$ cat src/verilog/svp_pkg.sv
// svp_pkg: register map, field layouts and codes for the ingress classifier.
// assumes a single 20 MHz core clock and a plain strobe register port.
package svp_pkg;
    localparam int NPORT       = 3;
    localparam int NVLAN       = 16;
    localparam int VID_W       = 12;
    localparam int PRIO_W      = 3;
    localparam int QUEUE_W     = 2;
    localparam int DSCP_W      = 6;
    localparam int DSCP_DEPTH  = 64;
    localparam int ADDR_W      = 8;
    localparam int DATA_W      = 32;
    localparam int VIDX_W      = 5;

    // register byte addresses
    localparam logic [7:0] REG_GLOBAL_CFG   = 8'h00;
    localparam logic [7:0] REG_TREE_STATE   = 8'h04;
    localparam logic [7:0] REG_DSCP_CMD     = 8'h08;
    localparam logic [7:0] REG_DSCP_WDATA   = 8'h0C;
    localparam logic [7:0] REG_DSCP_RDATA   = 8'h10;
    localparam logic [7:0] REG_CMD_STATUS   = 8'h14;
    localparam logic [7:0] REG_REGEN_P0     = 8'h18;
    localparam logic [7:0] REG_REGEN_P1     = 8'h1C;
    localparam logic [7:0] REG_REGEN_P2     = 8'h20;
    localparam logic [7:0] REG_VLAN_CMD     = 8'h24;
    localparam logic [7:0] REG_VLAN_WDATA   = 8'h28;
    localparam logic [7:0] REG_VLAN_RDATA   = 8'h2C;
    localparam logic [7:0] REG_TC_MAP       = 8'h30;
    localparam logic [7:0] REG_HYBRID       = 8'h34;
    localparam logic [7:0] REG_LAST_RESULT  = 8'h38;

    // global configuration bits
    localparam int CFG_DSCP_SEL  = 0;
    localparam int CFG_TAG_SEL   = 1;
    localparam int CFG_TAG_DIS   = 2;
    localparam int CFG_MBR_CHK   = 3;
    localparam int CFG_VLAN_EN   = 4;
    localparam int CFG_W         = 5;

    // command register fields
    localparam int CMD_WRITE_BIT = 8;
    localparam int VENT_MBR_LO   = 12;
    localparam int VENT_UNT_LO   = 15;
    localparam int VENT_VALID    = 18;
    localparam int VENT_W        = 19;
    localparam int PORT_DEFAULT_VLAN_ID_PRIO_LO  = 12;
    localparam logic [VIDX_W-1:0] PORT_DEFAULT_VLAN_ID_IDX_BASE = 5'h10;

    localparam logic [VID_W-1:0] VID_NULL = 12'h000;
    localparam logic [VID_W-1:0] VID_RSVD = 12'hFFF;

    // spanning tree port states
    localparam logic [1:0] ST_FORWARD  = 2'h0;
    localparam logic [1:0] ST_BLOCK    = 2'h1;
    localparam logic [1:0] ST_LEARN    = 2'h2;
    localparam logic [1:0] ST_DISABLE  = 2'h3;

    localparam logic [15:0] TC_MAP_RST = 16'hFA50;
    // identity regeneration: tag priority n maps to n
    localparam logic [23:0] REGEN_RST  = 24'hFAC688;
    localparam logic [VID_W-1:0] PORT_DEFAULT_VLAN_ID_RST = 12'h001;

    typedef enum logic [2:0] {
        CMD_IDLE   = 3'b001,
        CMD_ACCESS = 3'b010,
        CMD_DONE   = 3'b100
    } svp_cmd_e;
endpackage

$ cat src/verilog/svp_dscp_mem.sv
// svp_dscp_mem: codepoint priority table, one write port, two read ports.
// assumes contents are loaded by software; no reset of the array itself.
`timescale 1ns/100ps
`default_nettype none
module svp_dscp_mem (
    input  wire logic                          core_clk,
    input  wire logic                          sys_rst,
    input  wire logic                          wr_en,
    input  wire logic [svp_pkg::DSCP_W-1:0]    wr_addr,
    input  wire logic [svp_pkg::PRIO_W-1:0]    wr_data,
    input  wire logic [svp_pkg::DSCP_W-1:0]    rd_a_addr,
    output logic      [svp_pkg::PRIO_W-1:0]    rd_a_data,
    input  wire logic [svp_pkg::DSCP_W-1:0]    rd_b_addr,
    output logic      [svp_pkg::PRIO_W-1:0]    rd_b_data
);
    import svp_pkg::*;

    logic [PRIO_W-1:0] mem [DSCP_DEPTH];

    // left uninitialised on purpose
    always_ff @(posedge core_clk) begin
        if (wr_en) begin
            mem[wr_addr] <= wr_data;
        end
    end

    always_ff @(posedge core_clk or posedge sys_rst) begin
        if (sys_rst) begin
            rd_a_data <= '0;
            rd_b_data <= '0;
        end else begin
            rd_a_data <= mem[rd_a_addr];
            rd_b_data <= mem[rd_b_addr];
        end
    end
endmodule
`default_nettype wire

$ cat src/verilog/svp_classifier.sv
// svp_classifier: ingress priority, vlan and spanning tree classification.
// assumes packet descriptors come from port macs on core_clk, already parsed.
//
// Implementation choices: the address map and the address-and-strobe port.
`timescale 1ns/100ps
`default_nettype none
// Notes on behaviour
// - codepoint mode: upper six tos bits index table, entry is priority
// - codepoint priority goes through traffic class map to pick queue
// - codepoint works tagged or untagged, any encapsulation
// - tag mode: tag priority remapped through ingress port regeneration table
// - sixteen vlan entries of vid, membership and untag sets
// - tag vid not 000 or FFF searches table; hit gives membership
// - miss gives empty membership; dropped when membership check on
// - empty membership drops packet when destination address unknown
// - untagged or vid 0 takes port default vid and priority
// - tag vlan disable forces port default vid always
// - membership gates egress; untag applied only on hybrid ports
// - disabled state: drop rx, never tx, no learning
// - blocking/listening: rx and tx dropped unless override, no learning
// - learning state: rx and tx dropped unless override, learning on
// - forwarding state: normal rx, tx and learning
// - blocking and learning ports transmit only override packets
// - any priority maps through traffic class table to four queues
module svp_classifier (
    input  wire logic                          core_clk,
    input  wire logic                          sys_rst,
    input  wire logic [svp_pkg::ADDR_W-1:0]    reg_addr,
    input  wire logic [svp_pkg::DATA_W-1:0]    reg_wdata,
    input  wire logic                          reg_wr,
    input  wire logic                          reg_rd,
    output logic      [svp_pkg::DATA_W-1:0]    reg_rdata,
    input  wire logic                          pkt_valid,
    input  wire logic [1:0]                    pkt_port,
    input  wire logic                          pkt_tagged,
    input  wire logic [svp_pkg::VID_W-1:0]     pkt_vid,
    input  wire logic [svp_pkg::PRIO_W-1:0]    pkt_pcp,
    input  wire logic                          pkt_is_ip,
    input  wire logic [7:0]                    pkt_tos,
    input  wire logic                          pkt_da_hit,
    input  wire logic                          pkt_da_override,
    output logic                               res_valid,
    output logic                               res_drop,
    output logic      [svp_pkg::PRIO_W-1:0]    res_prio,
    output logic      [svp_pkg::QUEUE_W-1:0]   res_queue,
    output logic      [svp_pkg::VID_W-1:0]     res_vid,
    output logic      [svp_pkg::NPORT-1:0]     res_member,
    output logic      [svp_pkg::NPORT-1:0]     res_untag,
    output logic      [svp_pkg::NPORT-1:0]     res_egress,
    output logic                               res_learn
);
    import svp_pkg::*;

    function automatic logic tx_ok(input logic [1:0] st, input logic ovr);
        tx_ok = (st == ST_FORWARD) || (ovr && (st != ST_DISABLE));
    endfunction

    function automatic logic [1:0] st_of(input logic [5:0] all, input logic [1:0] p);
        st_of = all[2*p +: 2];
    endfunction

    // configuration and tables
    logic [CFG_W-1:0]        cfg_r;
    logic [2*NPORT-1:0]      tree_state_r;
    logic [8:0]              dscp_cmd_r;
    logic [PRIO_W-1:0]       dscp_wdata_r;
    logic [PRIO_W-1:0]       dscp_rdata_r;
    logic [23:0]             regen_r [NPORT];
    logic [8:0]              vlan_cmd_r;
    logic [VENT_W-1:0]       vlan_wdata_r;
    logic [VENT_W-1:0]       vlan_rdata_r;
    logic [15:0]             tc_map_r;
    logic [NPORT-1:0]        hybrid_r;
    logic [VID_W-1:0]        vt_vid_r  [NVLAN];
    logic [NPORT-1:0]        vt_mbr_r  [NVLAN];
    logic [NPORT-1:0]        vt_unt_r  [NVLAN];
    logic [NVLAN-1:0]        vt_val_r;
    logic [VID_W-1:0]        port_default_vlan_id_r    [NPORT];
    logic [PRIO_W-1:0]       port_default_vlan_id_pri_r[NPORT];
    svp_cmd_e                cmd_r;
    logic                    cmd_vlan_r;
    logic [DATA_W-1:0]       reg_rdata_nxt;

    // register decode
    wire wr_cfg    = reg_wr && (reg_addr == REG_GLOBAL_CFG);
    wire wr_state  = reg_wr && (reg_addr == REG_TREE_STATE);
    wire wr_dcmd   = reg_wr && (reg_addr == REG_DSCP_CMD);
    wire wr_dwd    = reg_wr && (reg_addr == REG_DSCP_WDATA);
    wire wr_vcmd   = reg_wr && (reg_addr == REG_VLAN_CMD);
    wire wr_vwd    = reg_wr && (reg_addr == REG_VLAN_WDATA);
    wire wr_tc     = reg_wr && (reg_addr == REG_TC_MAP);
    wire wr_hyb    = reg_wr && (reg_addr == REG_HYBRID);
    wire cmd_idle  = (cmd_r == CMD_IDLE);
    wire cmd_busy  = !cmd_idle;
    // commands written while busy are ignored
    wire cmd_start = cmd_idle && (wr_dcmd || wr_vcmd);

    wire [VIDX_W-1:0] v_idx   = vlan_cmd_r[VIDX_W-1:0];
    wire              v_write = vlan_cmd_r[CMD_WRITE_BIT];
    wire              v_is_pv = (v_idx >= PORT_DEFAULT_VLAN_ID_IDX_BASE);
    wire [1:0]        pv_idx  = 2'(v_idx - PORT_DEFAULT_VLAN_ID_IDX_BASE);
    // indices past the last port default are refused, not aliased
    wire              v_pv_ok = v_is_pv && (v_idx < PORT_DEFAULT_VLAN_ID_IDX_BASE + VIDX_W'(NPORT));
    wire [3:0]        vt_idx  = v_idx[3:0];
    wire              v_acc   = (cmd_r == CMD_ACCESS) && cmd_vlan_r;
    wire              d_mem_we = (cmd_r == CMD_ACCESS) && !cmd_vlan_r && dscp_cmd_r[CMD_WRITE_BIT];

    logic [PRIO_W-1:0] host_rd_prio;
    logic [PRIO_W-1:0] cls_dscp_prio;

    // stage 1: descriptor capture
    logic                s1_valid_r;
    logic [1:0]          s1_port_r;
    logic                s1_tagged_r;
    logic [VID_W-1:0]    s1_vid_r;
    logic [PRIO_W-1:0]   s1_pcp_r;
    logic                s1_is_ip_r;
    logic                s1_da_hit_r;
    logic                s1_ovr_r;

    // codepoint field is the upper six tos bits, encapsulation already stripped
    svp_dscp_mem svp_dscp_mem_inst (
        .core_clk  (core_clk),
        .sys_rst   (sys_rst),
        .wr_en     (d_mem_we),
        .wr_addr   (dscp_cmd_r[DSCP_W-1:0]),
        .wr_data   (dscp_wdata_r),
        .rd_a_addr (dscp_cmd_r[DSCP_W-1:0]),
        .rd_a_data (host_rd_prio),
        .rd_b_addr (pkt_tos[7:8-DSCP_W]),
        .rd_b_data (cls_dscp_prio)
    );

    // command engine
    always_ff @(posedge core_clk or posedge sys_rst) begin
        if (sys_rst) begin
            cmd_r      <= CMD_IDLE;
            cmd_vlan_r <= 1'b0;
        end else begin
            unique case (cmd_r)
                CMD_IDLE: begin
                    if (cmd_start) begin
                        cmd_r      <= CMD_ACCESS;
                        cmd_vlan_r <= wr_vcmd;
                    end
                end
                CMD_ACCESS: cmd_r <= CMD_DONE;
                CMD_DONE:   cmd_r <= CMD_IDLE;
            endcase
        end
    end

    always_ff @(posedge core_clk or posedge sys_rst) begin
        if (sys_rst) begin
            cfg_r        <= '0;
            tree_state_r <= '0;
            dscp_cmd_r   <= '0;
            dscp_wdata_r <= '0;
            vlan_cmd_r   <= '0;
            vlan_wdata_r <= '0;
            tc_map_r     <= TC_MAP_RST;
            hybrid_r     <= '0;
        end else begin
            if (wr_cfg)   cfg_r        <= reg_wdata[CFG_W-1:0];
            if (wr_state) tree_state_r <= reg_wdata[2*NPORT-1:0];
            if (wr_dcmd && cmd_idle) dscp_cmd_r <= reg_wdata[8:0];
            if (wr_dwd)   dscp_wdata_r <= reg_wdata[PRIO_W-1:0];
            if (wr_vcmd && cmd_idle) vlan_cmd_r <= reg_wdata[8:0];
            if (wr_vwd)   vlan_wdata_r <= reg_wdata[VENT_W-1:0];
            if (wr_tc)    tc_map_r     <= reg_wdata[15:0];
            if (wr_hyb)   hybrid_r     <= reg_wdata[NPORT-1:0];
        end
    end

    // regeneration tables, one register per ingress port
    always_ff @(posedge core_clk or posedge sys_rst) begin
        if (sys_rst) begin
            for (int p = 0; p < NPORT; p++) begin
                regen_r[p] <= REGEN_RST;
            end
        end else begin
            if (reg_wr && reg_addr == REG_REGEN_P0) regen_r[0] <= reg_wdata[23:0];
            if (reg_wr && reg_addr == REG_REGEN_P1) regen_r[1] <= reg_wdata[23:0];
            if (reg_wr && reg_addr == REG_REGEN_P2) regen_r[2] <= reg_wdata[23:0];
        end
    end

    // vlan table and port defaults
    always_ff @(posedge core_clk or posedge sys_rst) begin
        if (sys_rst) begin
            vt_val_r <= '0;
            for (int i = 0; i < NVLAN; i++) begin
                vt_vid_r[i] <= '0;
                vt_mbr_r[i] <= '0;
                vt_unt_r[i] <= '0;
            end
            for (int p = 0; p < NPORT; p++) begin
                port_default_vlan_id_r[p]     <= PORT_DEFAULT_VLAN_ID_RST;
                port_default_vlan_id_pri_r[p] <= '0;
            end
        end else if (v_acc && v_write) begin
            if (v_pv_ok) begin
                port_default_vlan_id_r[pv_idx]     <= vlan_wdata_r[VID_W-1:0];
                port_default_vlan_id_pri_r[pv_idx] <= vlan_wdata_r[PORT_DEFAULT_VLAN_ID_PRIO_LO +: PRIO_W];
            end else if (!v_is_pv) begin
                vt_vid_r[vt_idx]  <= vlan_wdata_r[VID_W-1:0];
                vt_mbr_r[vt_idx]  <= vlan_wdata_r[VENT_MBR_LO +: NPORT];
                vt_unt_r[vt_idx]  <= vlan_wdata_r[VENT_UNT_LO +: NPORT];
                vt_val_r[vt_idx]  <= vlan_wdata_r[VENT_VALID];
            end
        end
    end

    always_ff @(posedge core_clk or posedge sys_rst) begin
        if (sys_rst) begin
            vlan_rdata_r <= '0;
            dscp_rdata_r <= '0;
        end else begin
            if (v_acc && !v_write) begin
                vlan_rdata_r <= v_pv_ok ? VENT_W'({port_default_vlan_id_pri_r[pv_idx], port_default_vlan_id_r[pv_idx]})
                              : v_is_pv ? '0
                                        : {vt_val_r[vt_idx], vt_unt_r[vt_idx], vt_mbr_r[vt_idx], vt_vid_r[vt_idx]};
            end
            if ((cmd_r == CMD_DONE) && !cmd_vlan_r) dscp_rdata_r <= host_rd_prio;
        end
    end

    always_ff @(posedge core_clk or posedge sys_rst) begin
        if (sys_rst) begin
            s1_valid_r  <= 1'b0;
            s1_port_r   <= '0;
            s1_tagged_r <= 1'b0;
            s1_vid_r    <= '0;
            s1_pcp_r    <= '0;
            s1_is_ip_r  <= 1'b0;
            s1_da_hit_r <= 1'b0;
            s1_ovr_r    <= 1'b0;
        end else begin
            s1_valid_r  <= pkt_valid;
            s1_port_r   <= pkt_port;
            s1_tagged_r <= pkt_tagged;
            s1_vid_r    <= pkt_vid;
            s1_pcp_r    <= pkt_pcp;
            s1_is_ip_r  <= pkt_is_ip;
            s1_da_hit_r <= pkt_da_hit;
            s1_ovr_r    <= pkt_da_override;
        end
    end

    // stage 2: classification
    wire [1:0] src_st   = st_of(tree_state_r, s1_port_r);
    wire       use_port_default_vlan_id = cfg_r[CFG_TAG_DIS] || !s1_tagged_r || (s1_vid_r == VID_NULL);
    wire [VID_W-1:0] eff_vid = use_port_default_vlan_id ? port_default_vlan_id_r[s1_port_r] : s1_vid_r;
    wire       vid_rsvd = s1_tagged_r && !use_port_default_vlan_id && (s1_vid_r == VID_RSVD);
    wire [PRIO_W-1:0] regen_prio = regen_r[s1_port_r][PRIO_W*s1_pcp_r +: PRIO_W];

    logic [NVLAN-1:0] vt_hit;
    always_comb begin
        for (int i = 0; i < NVLAN; i++) begin
            vt_hit[i] = vt_val_r[i] && (vt_vid_r[i] == eff_vid);
        end
    end

    logic [NPORT-1:0] hit_mbr;
    logic [NPORT-1:0] hit_unt;
    always_comb begin
        hit_mbr = '0;
        hit_unt = '0;
        for (int i = 0; i < NVLAN; i++) begin
            if (vt_hit[i]) begin
                hit_mbr = hit_mbr | vt_mbr_r[i];
                hit_unt = hit_unt | vt_unt_r[i];
            end
        end
    end

    // a miss leaves the membership empty
    wire [NPORT-1:0] mbr_set = vid_rsvd ? '0 : hit_mbr;
    wire vlan_en   = cfg_r[CFG_VLAN_EN];
    wire mbr_fail  = vlan_en && cfg_r[CFG_MBR_CHK] && !mbr_set[s1_port_r];
    wire null_fail = vlan_en && (mbr_set == '0) && !s1_da_hit_r;

    wire [PRIO_W-1:0] sel_prio = (cfg_r[CFG_DSCP_SEL] && s1_is_ip_r) ? cls_dscp_prio :
                                 (cfg_r[CFG_TAG_SEL] && s1_tagged_r && !use_port_default_vlan_id) ? regen_prio :
                                 port_default_vlan_id_pri_r[s1_port_r];
    wire [QUEUE_W-1:0] sel_queue = tc_map_r[QUEUE_W*sel_prio +: QUEUE_W];

    logic [NPORT-1:0] tx_allow;
    always_comb begin
        for (int p = 0; p < NPORT; p++) begin
            tx_allow[p] = tx_ok(st_of(tree_state_r, 2'(p)), s1_ovr_r);
        end
    end

    wire rx_drop   = !tx_ok(src_st, s1_ovr_r);
    wire learn_ok  = (src_st == ST_FORWARD) || (src_st == ST_LEARN);
    wire [NPORT-1:0] dom_set = vlan_en ? mbr_set : {NPORT{1'b1}};
    wire [NPORT-1:0] egress  = dom_set & tx_allow & ~(NPORT'(1) << s1_port_r);
    wire drop_nxt = rx_drop || mbr_fail || null_fail || (vlan_en && vid_rsvd);

    always_ff @(posedge core_clk or posedge sys_rst) begin
        if (sys_rst) begin
            res_valid  <= 1'b0;
            res_drop   <= 1'b0;
            res_prio   <= '0;
            res_queue  <= '0;
            res_vid    <= '0;
            res_member <= '0;
            res_untag  <= '0;
            res_egress <= '0;
            res_learn  <= 1'b0;
        end else begin
            res_valid  <= s1_valid_r;
            if (s1_valid_r) begin
                res_drop   <= drop_nxt;
                res_prio   <= sel_prio;
                res_queue  <= sel_queue;
                res_vid    <= eff_vid;
                res_member <= mbr_set;
                res_untag  <= mbr_set & hit_unt & hybrid_r;
                res_egress <= drop_nxt ? '0 : egress;
                res_learn  <= learn_ok;
            end
        end
    end

    // register read, data one cycle after the strobe
    always_comb begin
        unique case (reg_addr)
            REG_GLOBAL_CFG:  reg_rdata_nxt = DATA_W'(cfg_r);
            REG_TREE_STATE:  reg_rdata_nxt = DATA_W'(tree_state_r);
            REG_DSCP_CMD:    reg_rdata_nxt = DATA_W'(dscp_cmd_r);
            REG_DSCP_WDATA:  reg_rdata_nxt = DATA_W'(dscp_wdata_r);
            REG_DSCP_RDATA:  reg_rdata_nxt = DATA_W'(dscp_rdata_r);
            REG_CMD_STATUS:  reg_rdata_nxt = DATA_W'(cmd_busy);
            REG_REGEN_P0:    reg_rdata_nxt = DATA_W'(regen_r[0]);
            REG_REGEN_P1:    reg_rdata_nxt = DATA_W'(regen_r[1]);
            REG_REGEN_P2:    reg_rdata_nxt = DATA_W'(regen_r[2]);
            REG_VLAN_CMD:    reg_rdata_nxt = DATA_W'(vlan_cmd_r);
            REG_VLAN_WDATA:  reg_rdata_nxt = DATA_W'(vlan_wdata_r);
            REG_VLAN_RDATA:  reg_rdata_nxt = DATA_W'(vlan_rdata_r);
            REG_TC_MAP:      reg_rdata_nxt = DATA_W'(tc_map_r);
            REG_HYBRID:      reg_rdata_nxt = DATA_W'(hybrid_r);
            REG_LAST_RESULT: reg_rdata_nxt = DATA_W'({res_learn, res_drop, res_queue, res_prio});
            default:         reg_rdata_nxt = '0;
        endcase
    end

    always_ff @(posedge core_clk or posedge sys_rst) begin
        if (sys_rst) begin
            reg_rdata <= '0;
        end else if (reg_rd) begin
            reg_rdata <= reg_rdata_nxt;
        end
    end

    wire [1:0] in_st = st_of(tree_state_r, pkt_port);
endmodule
`default_nettype wire

$ cat config.mk
export PLATFORM = sky130hd
export DESIGN_NAME = svp_classifier
export DESIGN_NICKNAME = d
export VERILOG_FILES = /design/src/verilog/svp_pkg.sv /design/src/verilog/svp_dscp_mem.sv /design/src/verilog/svp_classifier.sv
export SDC_FILE = /design/constraint.sdc
export NUM_CORES = 2
export LEC_CHECK = 0
export ABC_AREA = 1
export BUFFER_PORTS_ARGS = -buffer_cell sky130_fd_sc_hd__buf_2
export CAP_MARGIN = 40
export CORE_MARGIN = 3
export CORE_UTILIZATION = 63
export CTS_BUF_LIST = sky130_fd_sc_hd__clkbuf_16
export CTS_CLUSTER_DIAMETER = 100
export DETAILED_ROUTE_END_ITERATION = 7
export PLACE_DENSITY = 0.81
export RECOVER_POWER = 100
export SYNTH_ARGS = -nofsm -noshare
export SYNTH_HDL_FRONTEND = slang
export SYNTH_HIERARCHICAL = 1
export SYNTH_SLANG_ARGS = --single-unit
$ cat constraint.sdc
create_clock -name core_clk -period 22.8 [get_ports core_clk]
set_input_delay 4.56 -clock core_clk [delete_from_list [all_inputs] [get_ports core_clk]]
set_output_delay 4.56 -clock core_clk [all_outputs]
set_load 0.02 [all_outputs]
; Word level (Yosys, flattened, before mapping)
; Memories as Yosys holds them, arrays and structs flattened. A register that Yosys moved wholly into a read port is not among the register bits.
; Index checks and enable logic that the tools add are counted.
[classes]
n_reduce_logical = 83
n_bitwise = 40
n_mux = 89
div = 0
n_shift = 4
n_addsub = 1
mul = 1
n_eq_ne = 40
n_lt_le_gt_ge = 10
[ops]
columns = cell, n
row1 = $pmux W24 S15, 1
row2 = $bwmux W192, 1
row3 = $eq A12 B12 Y1, 16
row4 = $mux W3, 48
row5 = $mux W12, 9
row6 = $bwmux W48, 2
row7 = $or A3 B3 Y3, 30
row8 = $eq A8 B6 Y1 const B, 7
row9 = $logic_and A1 B1 Y1, 54
row10 = $bmux W12 S2, 2
row11 = $bmux W12 S4, 1
row12 = $bmux W24 S2, 1
row13 = $demux W12 S4, 1
row14 = $mux W24, 2
row15 = $mux W19, 2
row16 = $bwmux W36, 1
row17 = $eq A8 B5 Y1 const B, 4
row18 = $bmux W3 S4, 2
row19 = $demux W12 S2, 1
row20 = $shiftx A24 B6 Y3, 1
row21 = $bwmux W16, 1
row22 = $eq A8 B4 Y1 const B, 2
row23 = $shiftx A16 B5 Y2, 1
row24 = $and A3 B3 Y3, 4
row25 = other kinds (41), 74
[word_totals]
ram_bits = 192
regBits = 600
n_memories = 1
output_inout_bits = 61
latchBits = 0
wordCells = 357
inputBits = 74
romBits = 0
[memory_table]
columns = memory, words, word_bits, read_ports, rd_clocked_by_memory_dff, write_ports, line_no
row1 = svp_dscp_mem_inst.mem, 64, 3, 2, 2, 1, svp_dscp_mem.sv:18  ; logic [PRIO_W-1:0] mem [DSCP_DEPTH];

; Depth between registers and ports, before layout
[logic_depth]
word_depth = 47
mapped_depth = 28
depth_no_buf = 25

; Modules after synthesis
; The synthesis kept the hierarchy.
[by_module_without_submodules]
columns = module, cells_each, seq_area_each_um2, instances, area_each_um2
row1 = svp_classifier, 4057, 14874.3, 1, 31178.7
row2 = svp_dscp_mem, 1187, 5915.7, 1, 10277.4

; Worst setup path before layout
; No wires, ideal clock.
[synth_timing]
kind = input-to-reg
from = in reg_addr[1] (netlist name)
to = reg regen_r[53] (netlist name)
arrival_time_ps = 6062
path_stages = 10
path_slack_ps = 16608
setup_ps = 130
path_cell_list = nor2_1 > inv_1 > nor3_1 > inv_1 > nor2_1 > nand2_1 > clkbuf_1 > clkbuf_1 > nand2_1 > o21ai_0
[synth_between]
elab_chain_cells = 2
[synth_lines]
columns = element, line_no
row1 = "start, declared", svp_classifier.sv:28  ; input wire logic [svp_pkg::ADDR_W-1:0] reg_addr,
row2 = $eq A8 B5 Y1, svp_classifier.sv:182  ; if (reg_wr && reg_addr == REG_REGEN_P0) regen_r[0] <= reg_wdata[23:0];
row3 = $logic_and A1 B1 Y1, svp_classifier.sv:182
row4 = "end, declared", svp_classifier.sv:68  ; logic [23:0] regen_r [NPORT];
; No other way between the ends.
; A chain may end at the register's enable or synchronous reset.

==> impl_results.md <==
- DIE AREA: ~69,000 sq um
- Leakage power: 18.9 nW
- Initial core utilization: 64.0%
- Crit-path max FO: 111
- Post-synth EDFFs: 192
- Critical path type: input port to asynchronous set/reset pin
- WL/cell: approximately 25 um
- Core box area: 64,800 sq um
- WL final: 152,000 um
- Net count reported at finish: 5,270
- Leading area contributor after synthesis: dfrtp_1
- Fin crit share: between 50 and 60%
- Post-CTS Repair Setup Buffers: 0
- Relative slew slack: -315%
- Max Freq: 82.8 MHz
- Area contributors post-synth: dfrtp_1, nand2_1, edfxtp_1
- YS warnings: 6
- Die height: 263 um
- CTS tree: built
- Number of port buffers: 116
- Skew-Pair Late Insertion Delay: 0.67 ns
- Total Routing Usage GR: 43.0%
- Tightest Pin Transition: slightly above 6 ns
- Startpoint types: input port
- Post-synth ARST share: 75.7%
- Crit. End Element: asynchronous set/reset pin
- First drt pass iteration count: 7
- FP Rows: 93
- Vias in the first global route: between 30,000 and 40,000
- Unrepaired setup endpoints after global routing: no
- Max-cap viol count: 35
- Initial antenna violation count: 3
- First-pass GRT wire length: 226,000 um
- Multi-input gate area: 17,500 sq um
- Sequential-to-total area share from yosys stat: around half
- Grt ovf: 0
- Power per Cell Area: 71.3 nW/um^2
- Worst-case clock buffer depth: 3
- Final setup viols: 0
- Final min period: 12.08 ns
- Yosys reg bits: 790
- Total number of vias: 40,000
- Fin. Hold Viols: 0
- Clock transition at path regs: 0.05 ns
- Final WS setup: roughly 11 ns
- Failing checks: max-capacitance violations, max-slew violations
- Routed Antenna Nets: 0
- Num ports: 135
- Synth top area share: 33.2%
- # resized after CTS: 0
- Setup TNS: 0 ns
- Post-DP HPWL: 99,800 um
- Sequential Area: 20,800 sq um
- Hold WS: just under 0.5 ns
- Primary FF master, synth: dfrtp_1
- VDD IR max: 85.9 uV
- Fraction of layout cells with a size suffix above 1: 6.89%
- Critical Path RT: 23.64 ns
- Die W: 263 um
- Worst min path class: flop to flop
- Setup Slack @ Placement: 15.83 ns
- Worst EP arrival: 12.92 ns
- Synth-to-Final Area Change: 7.87%
- Hold-fix buffers, CTS: 0
- Largest net degree at the start of global routing: 162
- Synthesized area: 41,500 sq um
- Root Buffer: clkbuf_16
- CTS sink cnt: 790
- Status: finished with violations
- Fill count: 5,253
- Initial drt markers: 6,662
- Gpl congestion: 1.05
- Mean Syn Cell Area: 7.91 sq um
- Mapped Cells: 5,244
- Max Slew Vio Count: 1,487
- Clock skew: 0.0235 ns
- CTS Buf Count: 84
- Htree depth: 3
- Synth cell types: 60
- Vias per cell: approximately 6.5
- DRC violations left: 0
## cells in the mapped netlist, drive strengths merged (32+ instances only)
cell and number:
o211ai 32, a22oi 69, inv 392, dfrtp 550, dfstp 48, edfxtp 192, nand3b 39, o221ai 38
o21ai 656, nor2 242, clkbuf 210, o22ai 60, buf 126, nand2 1772, nand3 611
## final cells by class
cell class	instances	share of cell area (%)
clock inverters	67	1.40
flip-flops and latches	790	46.5
clock buffers	89	4.98
well taps	855	2.39
repair buffers	196	2.34
inverters	394	3.32
diodes	2	0.0112
multi-input cells	3730	39.0
## path summary, 6_finish.rpt
path	cells past startpoint	end	slack, ns	start
max	6	vt_mbr_r[40]	10.72	sys_rst
min	2	res_vid[6]	0.48	res_vid[6]
max reg2reg	22	res_drop	15.52	cfg_r[2]
min reg2reg	2	res_vid[6]	0.48	res_vid[6]
max in group core_clk	12	svp_dscp_mem_inst/rd_b_data[2]	12.01	pkt_tos[2]
min in group asynchronous	2	svp_dscp_mem_inst/rd_b_data[0]	3.83	sys_rst
## state kept, by name (all words and copies together) (netlist names), 19 cells and up
signal,flops
vt_vid_r,192
reg_rdata,24
port_default_vlan_id_r,36
vlan_wdata_r,19
svp_dscp_mem_inst/mem,192
regen_r,72
vlan_rdata_r,19
vt_mbr_r,48
vt_unt_r,48
## per-layer routing
layer	global-route usage (%)	part of all wire (%)	vias to the layer above
li1	-	-	17400
met1	56.4	35	18600
met2	62.9	43	3237
met3	12.4	14	697
met4	27.0	8.0	4
met5	0	0.015	-
## placed cells by master, fill, tap and decap left out, types with 39 or more instances in the layout
| cell type | synthesis | routed |
|---|---|---|
| nand3b_1 | 39 | 39 |
| clkbuf_16 | 0 | 89 |
| a22oi_1 | 69 | 69 |
| clkbuf_1 | 210 | 110 |
| nor2_1 | 215 | 213 |
| nand2_1 | 1743 | 1754 |
| nand3_1 | 599 | 600 |
| o22ai_1 | 60 | 60 |
| dfrtp_1 | 550 | 546 |
| o21ai_0 | 635 | 639 |
| buf_2 | 48 | 59 |
| dfstp_2 | 48 | 48 |
| inv_1 | 383 | 399 |
| edfxtp_1 | 192 | 192 |
## stage by stage
| step | util (%) | cell area [sq um] | cells | power (mW) |
|---|---|---|---|---|
| after floorplan | - | 41500 | 5251 | 1.68 |
| after global placement | 64.8 | 42000 | 5948 | 1.77 |
| after detailed placement | 65.3 | 42300 | 5964 | 1.78 |
| after CTS | 69.7 | 45200 | 6120 | 3.18 |
| after global routing | 69.0 | 44700 | 6121 | 3.26 |
| final | 69.0 | 44700 | 6123 | 3.19 |
## logic make-up after synthesis
logic type,share of synthesized area [%]
xor gates and xnor gates,0.0634
other,0.00905
DFF,50.1
buffers and inverters,7.68
AOI/OAI and AO/OA,13.6
and+or+nand+nor,28.1
muxes,0.462
## where the power goes
| group | leakage (nW) | internal [mW] | total, mW | switching [mW] |
|---|---|---|---|---|
| logic | 7.63 | 0.0597 | 0.263 | 0.203 |
| clock network | 1.46 | 0.816 | 1.43 | 0.611 |
| registers | 9.78 | 1.48 | 1.50 | 0.0191 |
## worst max-delay path, cell delays in order
cell	delay, ns
clkbuf_1	0.10
clkinvlp_2	0.38
clkbuf_1	4.26
clkbuf_1	2.45
buf_4	0.73
buf_16	0.30
Power figures use the tool's default switching activity.
